--- src/emit_pkg.sv ---
// package: register map, reset values, field positions and phase codes of the memory port timing
`default_nettype none
package emit_pkg;
    // ****************************************************************
    // register addresses on the special-register port
    // ****************************************************************
    localparam logic [7:0] EMIT_PAGE_ADDR  = 8'hAA;   // external_data_space_page_reg
    localparam logic [7:0] EMIT_CFG_ADDR   = 8'hAB;   // ext_mem_config_reg
    localparam logic [7:0] EMIT_TMG_ADDR   = 8'hAF;   // ext_mem_timing_reg
    // reset values
    localparam logic [7:0] EMIT_PAGE_RST   = 8'h00;
    localparam logic [7:0] EMIT_CFG_RST    = 8'h03;   // internal-only, widest latch pulse
    localparam logic [7:0] EMIT_TMG_RST    = 8'hFF;   // longest setup, strobe, hold
    // writable masks: unused upper bits stay zero
    localparam logic [7:0] EMIT_PAGE_MASK  = 8'h1F;
    localparam logic [7:0] EMIT_CFG_MASK   = 8'h0F;
    // ****************************************************************
    // field positions
    // ****************************************************************
    localparam int EMIT_PAGE_OFF_BIT  = 4;            // page top bit: off-chip in split modes
    localparam int EMIT_MODE_LSB      = 2;            // operating_mode_select [3:2]
    localparam int EMIT_ALE_LSB       = 0;            // latch_pulse_width [1:0]
    localparam int EMIT_EAS_LSB       = 6;            // addr_setup_select [7:6]
    localparam int EMIT_EWR_LSB       = 2;            // strobe_width_select [5:2]
    localparam int EMIT_EAH_LSB       = 0;            // addr_hold_select [1:0]
    // fixed overhead of every off-chip move
    localparam logic [4:0] EMIT_OVHD_CYC  = 5'h04;
    // first address served off-chip in split modes (size of on-chip space)
    localparam logic [15:0] EMIT_ONCHIP_TOP = 16'h1000;
    // ****************************************************************
    // enumerations and carriers
    // ****************************************************************
    typedef enum logic [1:0] {
        EMIT_MODE_INT   = 2'b00,                      // internal only
        EMIT_MODE_SPLIT = 2'b01,                      // split, no bank select
        EMIT_MODE_BANK  = 2'b10,                      // split, bank select
        EMIT_MODE_EXT   = 2'b11                       // external only
    } emit_mode_e;
    typedef enum logic [2:0] {
        EMIT_IDLE   = 3'b000,
        EMIT_ALE_HI = 3'b001,
        EMIT_ALE_LO = 3'b010,
        EMIT_SETUP  = 3'b011,
        EMIT_STROBE = 3'b100,
        EMIT_HOLD   = 3'b101,
        EMIT_OVHD   = 3'b110
    } emit_phase_e;
    // one move request from the core
    typedef struct packed {
        logic        wr;                              // 1 write, 0 read
        logic        is8;                             // 8-bit move (page + low byte)
        logic [15:0] addr;                            // 16-bit address, low byte for 8-bit
        logic [7:0]  wdata;                           // write data
    } emit_req_s;
    // external pin group
    typedef struct packed {
        logic [11:0] addr;                            // address bus
        logic        addr_hi_oe;                      // drive addr[11:8]
        logic        addr_lo_oe;                      // drive addr[7:0]
        logic [7:0]  ad;                              // shared address/data out
        logic        ad_oe;                           // drive shared bus
        logic        ale;                             // address latch enable, high active
        logic        rd_n;                            // read strobe, low active
        logic        wr_n;                            // write strobe, low active
    } emit_pins_s;
endpackage
`default_nettype wire

--- src/emit_phase_cnt.sv ---
// phase length down-counter for the memory port sequencer
`default_nettype none
module emit_phase_cnt (
    // clock and reset
    input  wire logic       core_clk_i,
    input  wire logic       sys_rst_i,
    // load a new phase length minus one
    input  wire logic       load_i,
    input  wire logic [4:0] load_val_i,
    // current phase reaches its last cycle
    output logic            last_o
);
    typedef struct packed {
        logic [4:0] cnt;                              // cycles left in phase
    } emit_cnt_s;

    emit_cnt_s cur;
    emit_cnt_s next_cur;

    // ****************************************************************
    // counting
    // ****************************************************************
    // load wins over counting so back-to-back phases never lose a cycle
    always_comb begin
        next_cur = cur;
        if (load_i) begin
            next_cur.cnt = load_val_i;
        end else if (cur.cnt != 5'h00) begin
            next_cur.cnt = cur.cnt - 5'h01;
        end
    end

    always_ff @(posedge core_clk_i) begin
        if (sys_rst_i) begin
            cur <= '0;
        end else begin
            cur <= next_cur;
        end
    end

    assign last_o = (cur.cnt == 5'h00);
endmodule
`default_nettype wire

--- src/emit_timing.sv ---
// external memory port: page/config/timing registers and strobe sequencer
`default_nettype none
// Function
// - setup, strobe, hold, latch widths programmable in cycles
// - access lasts programmed sum plus four cycles
// - multiplexed latch adds at least two cycles
// - setup and hold reset to longest values
// - 8-bit move takes high byte from page
// - page bits 7:5 read zero, ignore writes
// - page top bit sends split-mode 8-bit moves off-chip
// - mode field selects internal/split/bank/external
// - latch high and low last field plus one
// - config bits 7:4 read zero, ignore writes
// - setup field inserts zero to three cycles
// - strobe lasts field plus one cycles
// - hold keeps address zero to three cycles
// - low address on bus while latch high
module emit_timing (
    // clock and reset
    input  wire logic               core_clk_i,
    input  wire logic               sys_rst_i,
    // special-register port
    input  wire logic [7:0]         sfr_addr_i,
    input  wire logic               sfr_wr_i,
    input  wire logic [7:0]         sfr_wdata_i,
    output logic [7:0]              sfr_rdata_o,
    // move requests from the core
    input  wire logic               external_move_instruction_req_i,
    input  wire emit_pkg::emit_req_s external_move_instruction_i,
    input  wire logic               muxed_i,
    output logic                    offchip_o,
    output logic                    busy_o,
    output logic                    done_o,
    output logic [7:0]              rdata_o,
    // external pins
    input  wire logic [7:0]         ad_i,
    output emit_pkg::emit_pins_s    pins_o
);
    typedef struct packed {
        logic [7:0]            page;                  // external_data_space_page_reg
        logic [7:0]            cfg;                   // ext_mem_config_reg
        logic [7:0]            tmg;                   // ext_mem_timing_reg
        emit_pkg::emit_phase_e phase;                 // sequencer phase
        logic                  wr;                    // access is a write
        logic                  mux;                   // access is multiplexed
        logic                  hi_oe;                 // drive upper address nibble
        logic [11:0]           addr;                  // latched effective address
        logic [7:0]            wdata;                 // latched write data
        logic [7:0]            rdata;                 // captured read data
        logic [7:0]            sfr_rd;                // registered read-back
        logic                  done;                  // end-of-access pulse
    } emit_state_s;

    emit_state_s cur;
    emit_state_s next_cur;
    logic        ph_last;                             // counter at phase end
    logic        ph_load;                             // start of a new phase
    logic [4:0]  ph_len;                              // new phase length minus one
    logic        off;                                 // request decodes off-chip
    logic [15:0] eff;                                 // effective request address

    // ****************************************************************
    // helper functions
    // ****************************************************************
    // length in cycles of a phase from the live register values
    function automatic logic [4:0] phase_len(input emit_pkg::emit_phase_e ph,
                                             input logic [7:0] cfg,
                                             input logic [7:0] tmg);
        logic [4:0] len;
        len = 5'h00;
        case (ph)
            emit_pkg::EMIT_ALE_HI,
            emit_pkg::EMIT_ALE_LO: len = {3'b000, cfg[emit_pkg::EMIT_ALE_LSB +: 2]} + 5'h01;
            emit_pkg::EMIT_SETUP:  len = {3'b000, tmg[emit_pkg::EMIT_EAS_LSB +: 2]};
            emit_pkg::EMIT_STROBE: len = {1'b0, tmg[emit_pkg::EMIT_EWR_LSB +: 4]} + 5'h01;
            emit_pkg::EMIT_HOLD:   len = {3'b000, tmg[emit_pkg::EMIT_EAH_LSB +: 2]};
            emit_pkg::EMIT_OVHD:   len = emit_pkg::EMIT_OVHD_CYC;
            default:               len = 5'h00;
        endcase
        return len;
    endfunction

    // fixed phase order; the latch phases only in multiplexed operation
    function automatic emit_pkg::emit_phase_e follow(input emit_pkg::emit_phase_e ph,
                                                     input logic mux);
        emit_pkg::emit_phase_e nx;
        nx = emit_pkg::EMIT_IDLE;
        case (ph)
            emit_pkg::EMIT_IDLE:   nx = mux ? emit_pkg::EMIT_ALE_HI : emit_pkg::EMIT_SETUP;
            emit_pkg::EMIT_ALE_HI: nx = emit_pkg::EMIT_ALE_LO;
            emit_pkg::EMIT_ALE_LO: nx = emit_pkg::EMIT_SETUP;
            emit_pkg::EMIT_SETUP:  nx = emit_pkg::EMIT_STROBE;
            emit_pkg::EMIT_STROBE: nx = emit_pkg::EMIT_HOLD;
            emit_pkg::EMIT_HOLD:   nx = emit_pkg::EMIT_OVHD;
            default:               nx = emit_pkg::EMIT_IDLE;
        endcase
        return nx;
    endfunction

    // ****************************************************************
    // address decode of a request
    // ****************************************************************
    // 8-bit moves take the page as high byte; only the low nibble of it
    // reaches the bus, and only in bank-select mode; the top bit only picks on/off-chip
    always_comb begin
        eff = external_move_instruction_i.is8 ? {cur.page, external_move_instruction_i.addr[7:0]} : external_move_instruction_i.addr;
        case (emit_pkg::emit_mode_e'(cur.cfg[emit_pkg::EMIT_MODE_LSB +: 2]))
            emit_pkg::EMIT_MODE_INT:   off = 1'b0;
            emit_pkg::EMIT_MODE_SPLIT,
            emit_pkg::EMIT_MODE_BANK:  off = external_move_instruction_i.is8 ?
                                             cur.page[emit_pkg::EMIT_PAGE_OFF_BIT] :
                                             (external_move_instruction_i.addr >= emit_pkg::EMIT_ONCHIP_TOP);
            emit_pkg::EMIT_MODE_EXT:   off = 1'b1;
            default:                   off = 1'b0;
        endcase
    end

    assign offchip_o = external_move_instruction_req_i && off;

    // ****************************************************************
    // next state
    // ****************************************************************
    always_comb begin
        emit_pkg::emit_phase_e nx;
        nx       = emit_pkg::EMIT_IDLE;
        next_cur = cur;
        ph_load  = 1'b0;
        ph_len   = 5'h00;
        next_cur.done = 1'b0;
        // register writes mask off unused bits
        if (sfr_wr_i && sfr_addr_i == emit_pkg::EMIT_PAGE_ADDR) begin
            next_cur.page = sfr_wdata_i & emit_pkg::EMIT_PAGE_MASK;
        end
        if (sfr_wr_i && sfr_addr_i == emit_pkg::EMIT_CFG_ADDR) begin
            next_cur.cfg = sfr_wdata_i & emit_pkg::EMIT_CFG_MASK;
        end
        if (sfr_wr_i && sfr_addr_i == emit_pkg::EMIT_TMG_ADDR) begin
            next_cur.tmg = sfr_wdata_i;
        end
        // one-cycle read latency; unmapped addresses read zero
        case (sfr_addr_i)
            emit_pkg::EMIT_PAGE_ADDR: next_cur.sfr_rd = cur.page;
            emit_pkg::EMIT_CFG_ADDR:  next_cur.sfr_rd = cur.cfg;
            emit_pkg::EMIT_TMG_ADDR:  next_cur.sfr_rd = cur.tmg;
            default:                  next_cur.sfr_rd = 8'h00;
        endcase
        // sequencer: a phase ends when its counter reaches zero
        if (cur.phase == emit_pkg::EMIT_IDLE) begin
            if (external_move_instruction_req_i && off) begin
                next_cur.wr    = external_move_instruction_i.wr;
                next_cur.mux   = muxed_i;
                next_cur.addr  = eff[11:0];
                next_cur.wdata = external_move_instruction_i.wdata;
                // upper nibble driven by 16-bit moves and bank-select 8-bit moves
                next_cur.hi_oe = !external_move_instruction_i.is8 ||
                    (cur.cfg[emit_pkg::EMIT_MODE_LSB +: 2] == emit_pkg::EMIT_MODE_BANK);
                nx = follow(cur.phase, muxed_i);
                if (phase_len(nx, cur.cfg, cur.tmg) == 5'h00) begin
                    nx = follow(nx, muxed_i);
                end
                ph_load        = 1'b1;
                next_cur.phase = nx;
            end
        end else if (ph_last) begin
            if (cur.phase == emit_pkg::EMIT_STROBE && !cur.wr) begin
                next_cur.rdata = ad_i;                // sample at the strobe's last cycle
            end
            nx = follow(cur.phase, cur.mux);
            // setup and hold may be zero long; they are never adjacent
            if (nx != emit_pkg::EMIT_IDLE && phase_len(nx, cur.cfg, cur.tmg) == 5'h00) begin
                nx = follow(nx, cur.mux);
            end
            ph_load        = (nx != emit_pkg::EMIT_IDLE);
            next_cur.phase = nx;
            next_cur.done  = (nx == emit_pkg::EMIT_IDLE);
        end
        if (ph_load) begin
            ph_len = phase_len(nx, cur.cfg, cur.tmg) - 5'h01;
        end
    end

    // ****************************************************************
    // state register
    // ****************************************************************
    always_ff @(posedge core_clk_i) begin
        if (sys_rst_i) begin
            cur       <= '0;
            cur.page  <= emit_pkg::EMIT_PAGE_RST;
            cur.cfg   <= emit_pkg::EMIT_CFG_RST;
            cur.tmg   <= emit_pkg::EMIT_TMG_RST;
            cur.phase <= emit_pkg::EMIT_IDLE;
        end else begin
            cur <= next_cur;
        end
    end

    emit_phase_cnt u_cnt (
        .core_clk_i (core_clk_i),
        .sys_rst_i  (sys_rst_i),
        .load_i     (ph_load),
        .load_val_i (ph_len),
        .last_o     (ph_last)
    );

    // ****************************************************************
    // outputs
    // ****************************************************************
    // low byte sits on the shared bus through both latch phases, then write data on writes
    always_comb begin
        logic act;
        act = (cur.phase != emit_pkg::EMIT_IDLE);
        pins_o.addr       = cur.addr;
        pins_o.addr_hi_oe = act && cur.hi_oe;
        pins_o.addr_lo_oe = act;
        pins_o.ale        = (cur.phase == emit_pkg::EMIT_ALE_HI);
        pins_o.ad         = (cur.phase == emit_pkg::EMIT_ALE_HI ||
                             cur.phase == emit_pkg::EMIT_ALE_LO) ? cur.addr[7:0] : cur.wdata;
        pins_o.ad_oe      = (cur.phase == emit_pkg::EMIT_ALE_HI) ||
                            (cur.phase == emit_pkg::EMIT_ALE_LO) ||
                            (cur.wr && (cur.phase == emit_pkg::EMIT_SETUP ||
                                        cur.phase == emit_pkg::EMIT_STROBE ||
                                        cur.phase == emit_pkg::EMIT_HOLD));
        pins_o.rd_n       = !(cur.phase == emit_pkg::EMIT_STROBE && !cur.wr);
        pins_o.wr_n       = !(cur.phase == emit_pkg::EMIT_STROBE && cur.wr);
    end

    assign busy_o      = (cur.phase != emit_pkg::EMIT_IDLE);
    assign done_o      = cur.done;
    assign rdata_o     = cur.rdata;
    assign sfr_rdata_o = cur.sfr_rd;

    logic [6:0] acc_cyc;                              // cycles of current access
    logic [4:0] ale_run;                              // length of latch high run
    logic [4:0] stb_run;                              // length of strobe run
    always_ff @(posedge core_clk_i) begin
        if (sys_rst_i || !busy_o) begin
            acc_cyc <= 7'h00;
        end else begin
            acc_cyc <= acc_cyc + 7'h01;
        end
        ale_run <= pins_o.ale ? ale_run + 5'h01 : 5'h00;
        stb_run <= (!pins_o.rd_n || !pins_o.wr_n) ? stb_run + 5'h01 : 5'h00;
    end
endmodule
`default_nettype wire

--- config.mk ---
export PLATFORM = sky130hd
export DESIGN_NAME = emit_timing
export DESIGN_NICKNAME = d
export VERILOG_FILES = /design/src/emit_pkg.sv /design/src/emit_phase_cnt.sv /design/src/emit_timing.sv
export SDC_FILE = /design/constraint.sdc
export NUM_CORES = 1
export LEC_CHECK = 0
export ABC_AREA = 1
export BUFFER_PORTS_ARGS = -buffer_cell sky130_fd_sc_hd__buf_4
export CELL_PAD_IN_SITES_DETAIL_PLACEMENT = 0
export CELL_PAD_IN_SITES_GLOBAL_PLACEMENT = 1
export CORE_MARGIN = 2
export CORE_UTILIZATION = 36
export DETAILED_ROUTE_END_ITERATION = 10
export GPL_TIMING_DRIVEN = 0
export PLACE_DENSITY_LB_ADDON = 0.1
export REMOVE_ABC_BUFFERS = 1
export SYNTH_ARGS = -nofsm -noshare
export SYNTH_HDL_FRONTEND = slang
export SYNTH_SLANG_ARGS = --single-unit
--- constraint.sdc ---
create_clock -name core_clk_i -period 3.47 [get_ports core_clk_i]
set_input_delay 0.694 -clock core_clk_i [delete_from_list [all_inputs] [get_ports core_clk_i]]
set_output_delay 0.694 -clock core_clk_i [all_outputs]
set_load 0.02 [all_outputs]
==> impl_metrics.tcl <==
set metrics [dict create \
    syn_inst 506 \
    met3_usage_pct 6.37 \
    cts.clk_slew.worst_paths_ps 80 \
    yosys.area.top_type "dfxtp_1" \
    htreeDepth 3 \
    clockBufferDepth 2 \
    synth_area_leaders "dfxtp_1 37%, nand2_1 8.7%, o21ai_0 8.2%" \
    cp_slowest_cell "dfxtp_4" \
    max_stage_delay_ps 410 \
    p_clk_share_pct 40.3 \
    use_met2_pct 28.0 \
    die_y_um 103 \
    path_cells "inv_2 > ha_1 > inv_1 > o21ai_2 > nand2_1 > nand2_1 > nand3_2 > o21ai_4 > nand2_2 > nand2_1 > nand2_2 > a21oi_2 > nand2_1 > a21oi_2 > nand2_1 > nand2_2 > nor2_4 > ha_1 > xor2_1 > inv_1 > nor2_1" \
    cts_sinks 65 \
    arrival_ps 3300 \
    nFillCells 1036 \
    p_leak_nw 2.16 \
    peakVddDrop_mv 0.251 \
    ctsHoldBuffers 0 \
    endpoint_kind "flop" \
    dp_cells 695 \
    synth_seq_area_share_pct 36.8 \
    numPortBuffers 99 \
    start_util_pct 36.7 \
    hold_violations 0 \
    vias 3335 \
    syn_area_mm2 0.00353 \
    drtAntennaViolNets 0 \
    gr-usage-met1_pct 24.8 \
    ys.flop_type "dfxtp_1" \
    firstDrtPassIters 4 \
    worstSetupPathType "reg2reg" \
    ys_seq_elements 65 \
    worstMarginPinSlew_ps 881 \
    timing.final.crit_share_pct 88.5 \
    async_flop_share_pct 0 \
    setup_violations 0 \
    worstPathMaxFanout 9 \
    overflow 0 \
    r2r-start "cur[41]" \
    row_count 36 \
    syn2layout_area_growth_pct 24.9 \
    ys_types 37 \
    drt-initial-drc-count 100 \
    synth-edff-count 0 \
    postPlaceCellArea_mm2 0.00416 \
    nets 640 \
    p_int_w 0.00122 \
    n_antenna_cell 0 \
    crit_end "u_cnt.cur[2]" \
    cap_violations 0 \
    max_freq_mhz 325 \
    final_area_mm2 0.00441 \
    fin_skew_ps 8.27 \
    wl_per_cell_um 12.9 \
    gp_congestion 0.842 \
    critPathTopFamily "simple AND/OR/NAND/NOR gates" \
    grt_first_pass_wirelength_mm 15.0 \
    netSwitchingFraction_pct 25.6 \
    dpl.hpwl_mm 6.61 \
    hold_path.startpoint "cur[17]" \
    yosys-top-cells-count "82 x nand2_1, 65 x dfxtp_1, 65 x inv_1, 58 x nor2_1, 58 x o21ai_0" \
    layout-drive-gt1-share_pct 28.6 \
    drt_wl_total_mm 9.27 \
    period_minus_slack_ps 3070 \
    numCtsBuffers 9 \
    r2r_slack_ps 400 \
    synth_warnings 0 \
    grt_pass1_vias 3036 \
    antenna_found_initial 0 \
    rsz0062_at_grt "no" \
    avgSynthCellArea_um2 6.98 \
    cts_tree "done" \
    hp-class "reg2reg" \
    cpMostUsedCell "nand2_1" \
    drc_errors 0 \
    pin_count 100 \
    dieArea_mm2 0.0106 \
    r2r_end "u_cnt.cur[2]" \
    synth_top_area_share_pct 36.8 \
    p_comb_share_pct 12.3 \
    regArea_mm2 0.00131 \
    power_frac_seq_pct 47.4 \
    root_buffer "clkbuf_8" \
    core_area_mm2 0.00964 \
    grt_util_all_layers_pct 18.4 \
    outcome "finished clean" \
    switchingPower_w 0.000419 \
    cp_data_required_time_ps 3690 \
    via_per_inst 4.66 \
    grt-busiest-layer "met2" \
    multi_input_area_mm2 0.00169 \
    startpoint "cur[41]" \
    instances_no_fill 716 \
    setup_tns_ps 0 \
    synth.most_common_cell "nand2_1" \
    path_buf_inv 3 \
    insertion_delay_ps 350 \
    die_w_um 103 \
    worst_setup_path_start_kind "flop" \
    reg2regPathDepth 21 \
    slew_viol_final 0 \
    cp.depth 21 \
    grt_max_degree 55 \
    power.density_mw_per_mm2 371 \
    relSlewSlack_pct 41.0 \
]
## cells in the final DEF (no fill, tap or decap), types with 2 or more instances in the layout
master and instances:
inv_2 10, a21oi_2 2, buf_4 102, nand2_1 82, nand2_2 12, ha_1 7, dfxtp_1 64, o211ai_1 7
nand3_1 19, nand4_1 6, o221ai_1 2, nor2_4 2, nor2_1 58, nor2_2 8, a21oi_1 22, a31oi_1 5
inv_1 63, clkinvlp_4 2, o21ai_0 58, clkbuf_1 2, nor4_1 2, nor3_1 10, nand3_2 6, o21ai_2 3
clkbuf_8 10, o22ai_1 2
## kinds of logic (layout without fill, tap and decap cells)
family	after synthesis	after routing	share of synthesized area, %
AND/OR/NAND/NOR	211	212	27.8
buffers and inverters	117	193	15.8
AO/OA/AOI/OAI	105	105	16.9
flip-flops	65	65	36.8
adder cells (fa/ha/maj)	7	7	2.48
XOR/XNOR	1	1	0.248
## how the worst min path moves through the flow
stage | slack (ps) | endpoint | depth (start not counted)
after CTS | 460 | cur[24] | 2
after detailed placement | 440 | cur[24] | 2
after global routing | 470 | cur[19] | 2
after global placement | 440 | cur[24] | 2
after floorplan | 430 | cur[17] | 2
final | 450 | cur[17] | 2
## per-layer routing
metal | vias up | routed length, µm
li1 | 1755 | -
met1 | 1501 | 4420
met2 | 71 | 4290
met3 | 8 | 463
met4 | 0 | 96
met5 | - | 0
## stage by stage
step	hold WS (ps)	total power [W]	worst slack (ps)	util, %
6_report	452	0.00164	398	45.8
3_5_place_dp	444	0.000998	-1390	43.2
2_1_floorplan	427	0.000916	-40.0	-
4_1_cts	456	0.00166	207	45.6
3_3_place_gp	441	0.000994	-1370	43.2
5_1_grt	475	0.00172	31.2	45.8
## state kept, by name, summed over array words and instances (netlist names)
signal and count:
u_cnt.cur 5, pins_o 12, rdata_o 8, sfr_rdata_o 8, cur 31, done_o 1
## final cells by class
| cell class | count | share of cell area [%] |
|---|---|---|
| clock buffer | 12 | 3.29 |
| clock inverter | 4 | 1.16 |
| inverter | 74 | 6.38 |
| multi-input combinational | 325 | 38.3 |
| sequential | 65 | 29.6 |
| tap | 133 | 3.77 |
| timing repair buffer | 102 | 17.4 |
| timing repair inverter | 1 | 0.113 |
## what timing repair did
item | CTS | global route
gates cloned | 2 | 0
gates resized for setup | 2 | 2
pin swaps | 1 | 0
setup buffers | 1 | 2
endpoints found under the setup margin | 8 | 2
## worst reg2reg max path, cell delays in order, from the launching register on
cell and delay (ps):
dfxtp_4 410, inv_2 60, ha_1 350, inv_1 100
o21ai_2 180, nand2_1 80, nand2_1 80, nand3_2 90
o21ai_4 170, nand2_2 90, nand2_1 80, nand2_2 80
a21oi_2 190, nand2_1 110, a21oi_2 160, nand2_1 80
nand2_2 100, nor2_4 50, ha_1 230, xor2_1 170
inv_1 50, nor2_1 30
## power groups by stage
stage / clock, W / combinational [W] / sequential (W)
final: 0.000659 / 0.000201 / 0.000776
after global routing: 0.000713 / 0.000230 / 0.000779
after global placement: 0 / 0.000200 / 0.000794
after CTS: 0.000682 / 0.000204 / 0.000777
after detailed placement: 0 / 0.000204 / 0.000794
after floorplan: 0 / 0.000126 / 0.000790
Note: power is estimated with default switching activity, not from simulation.
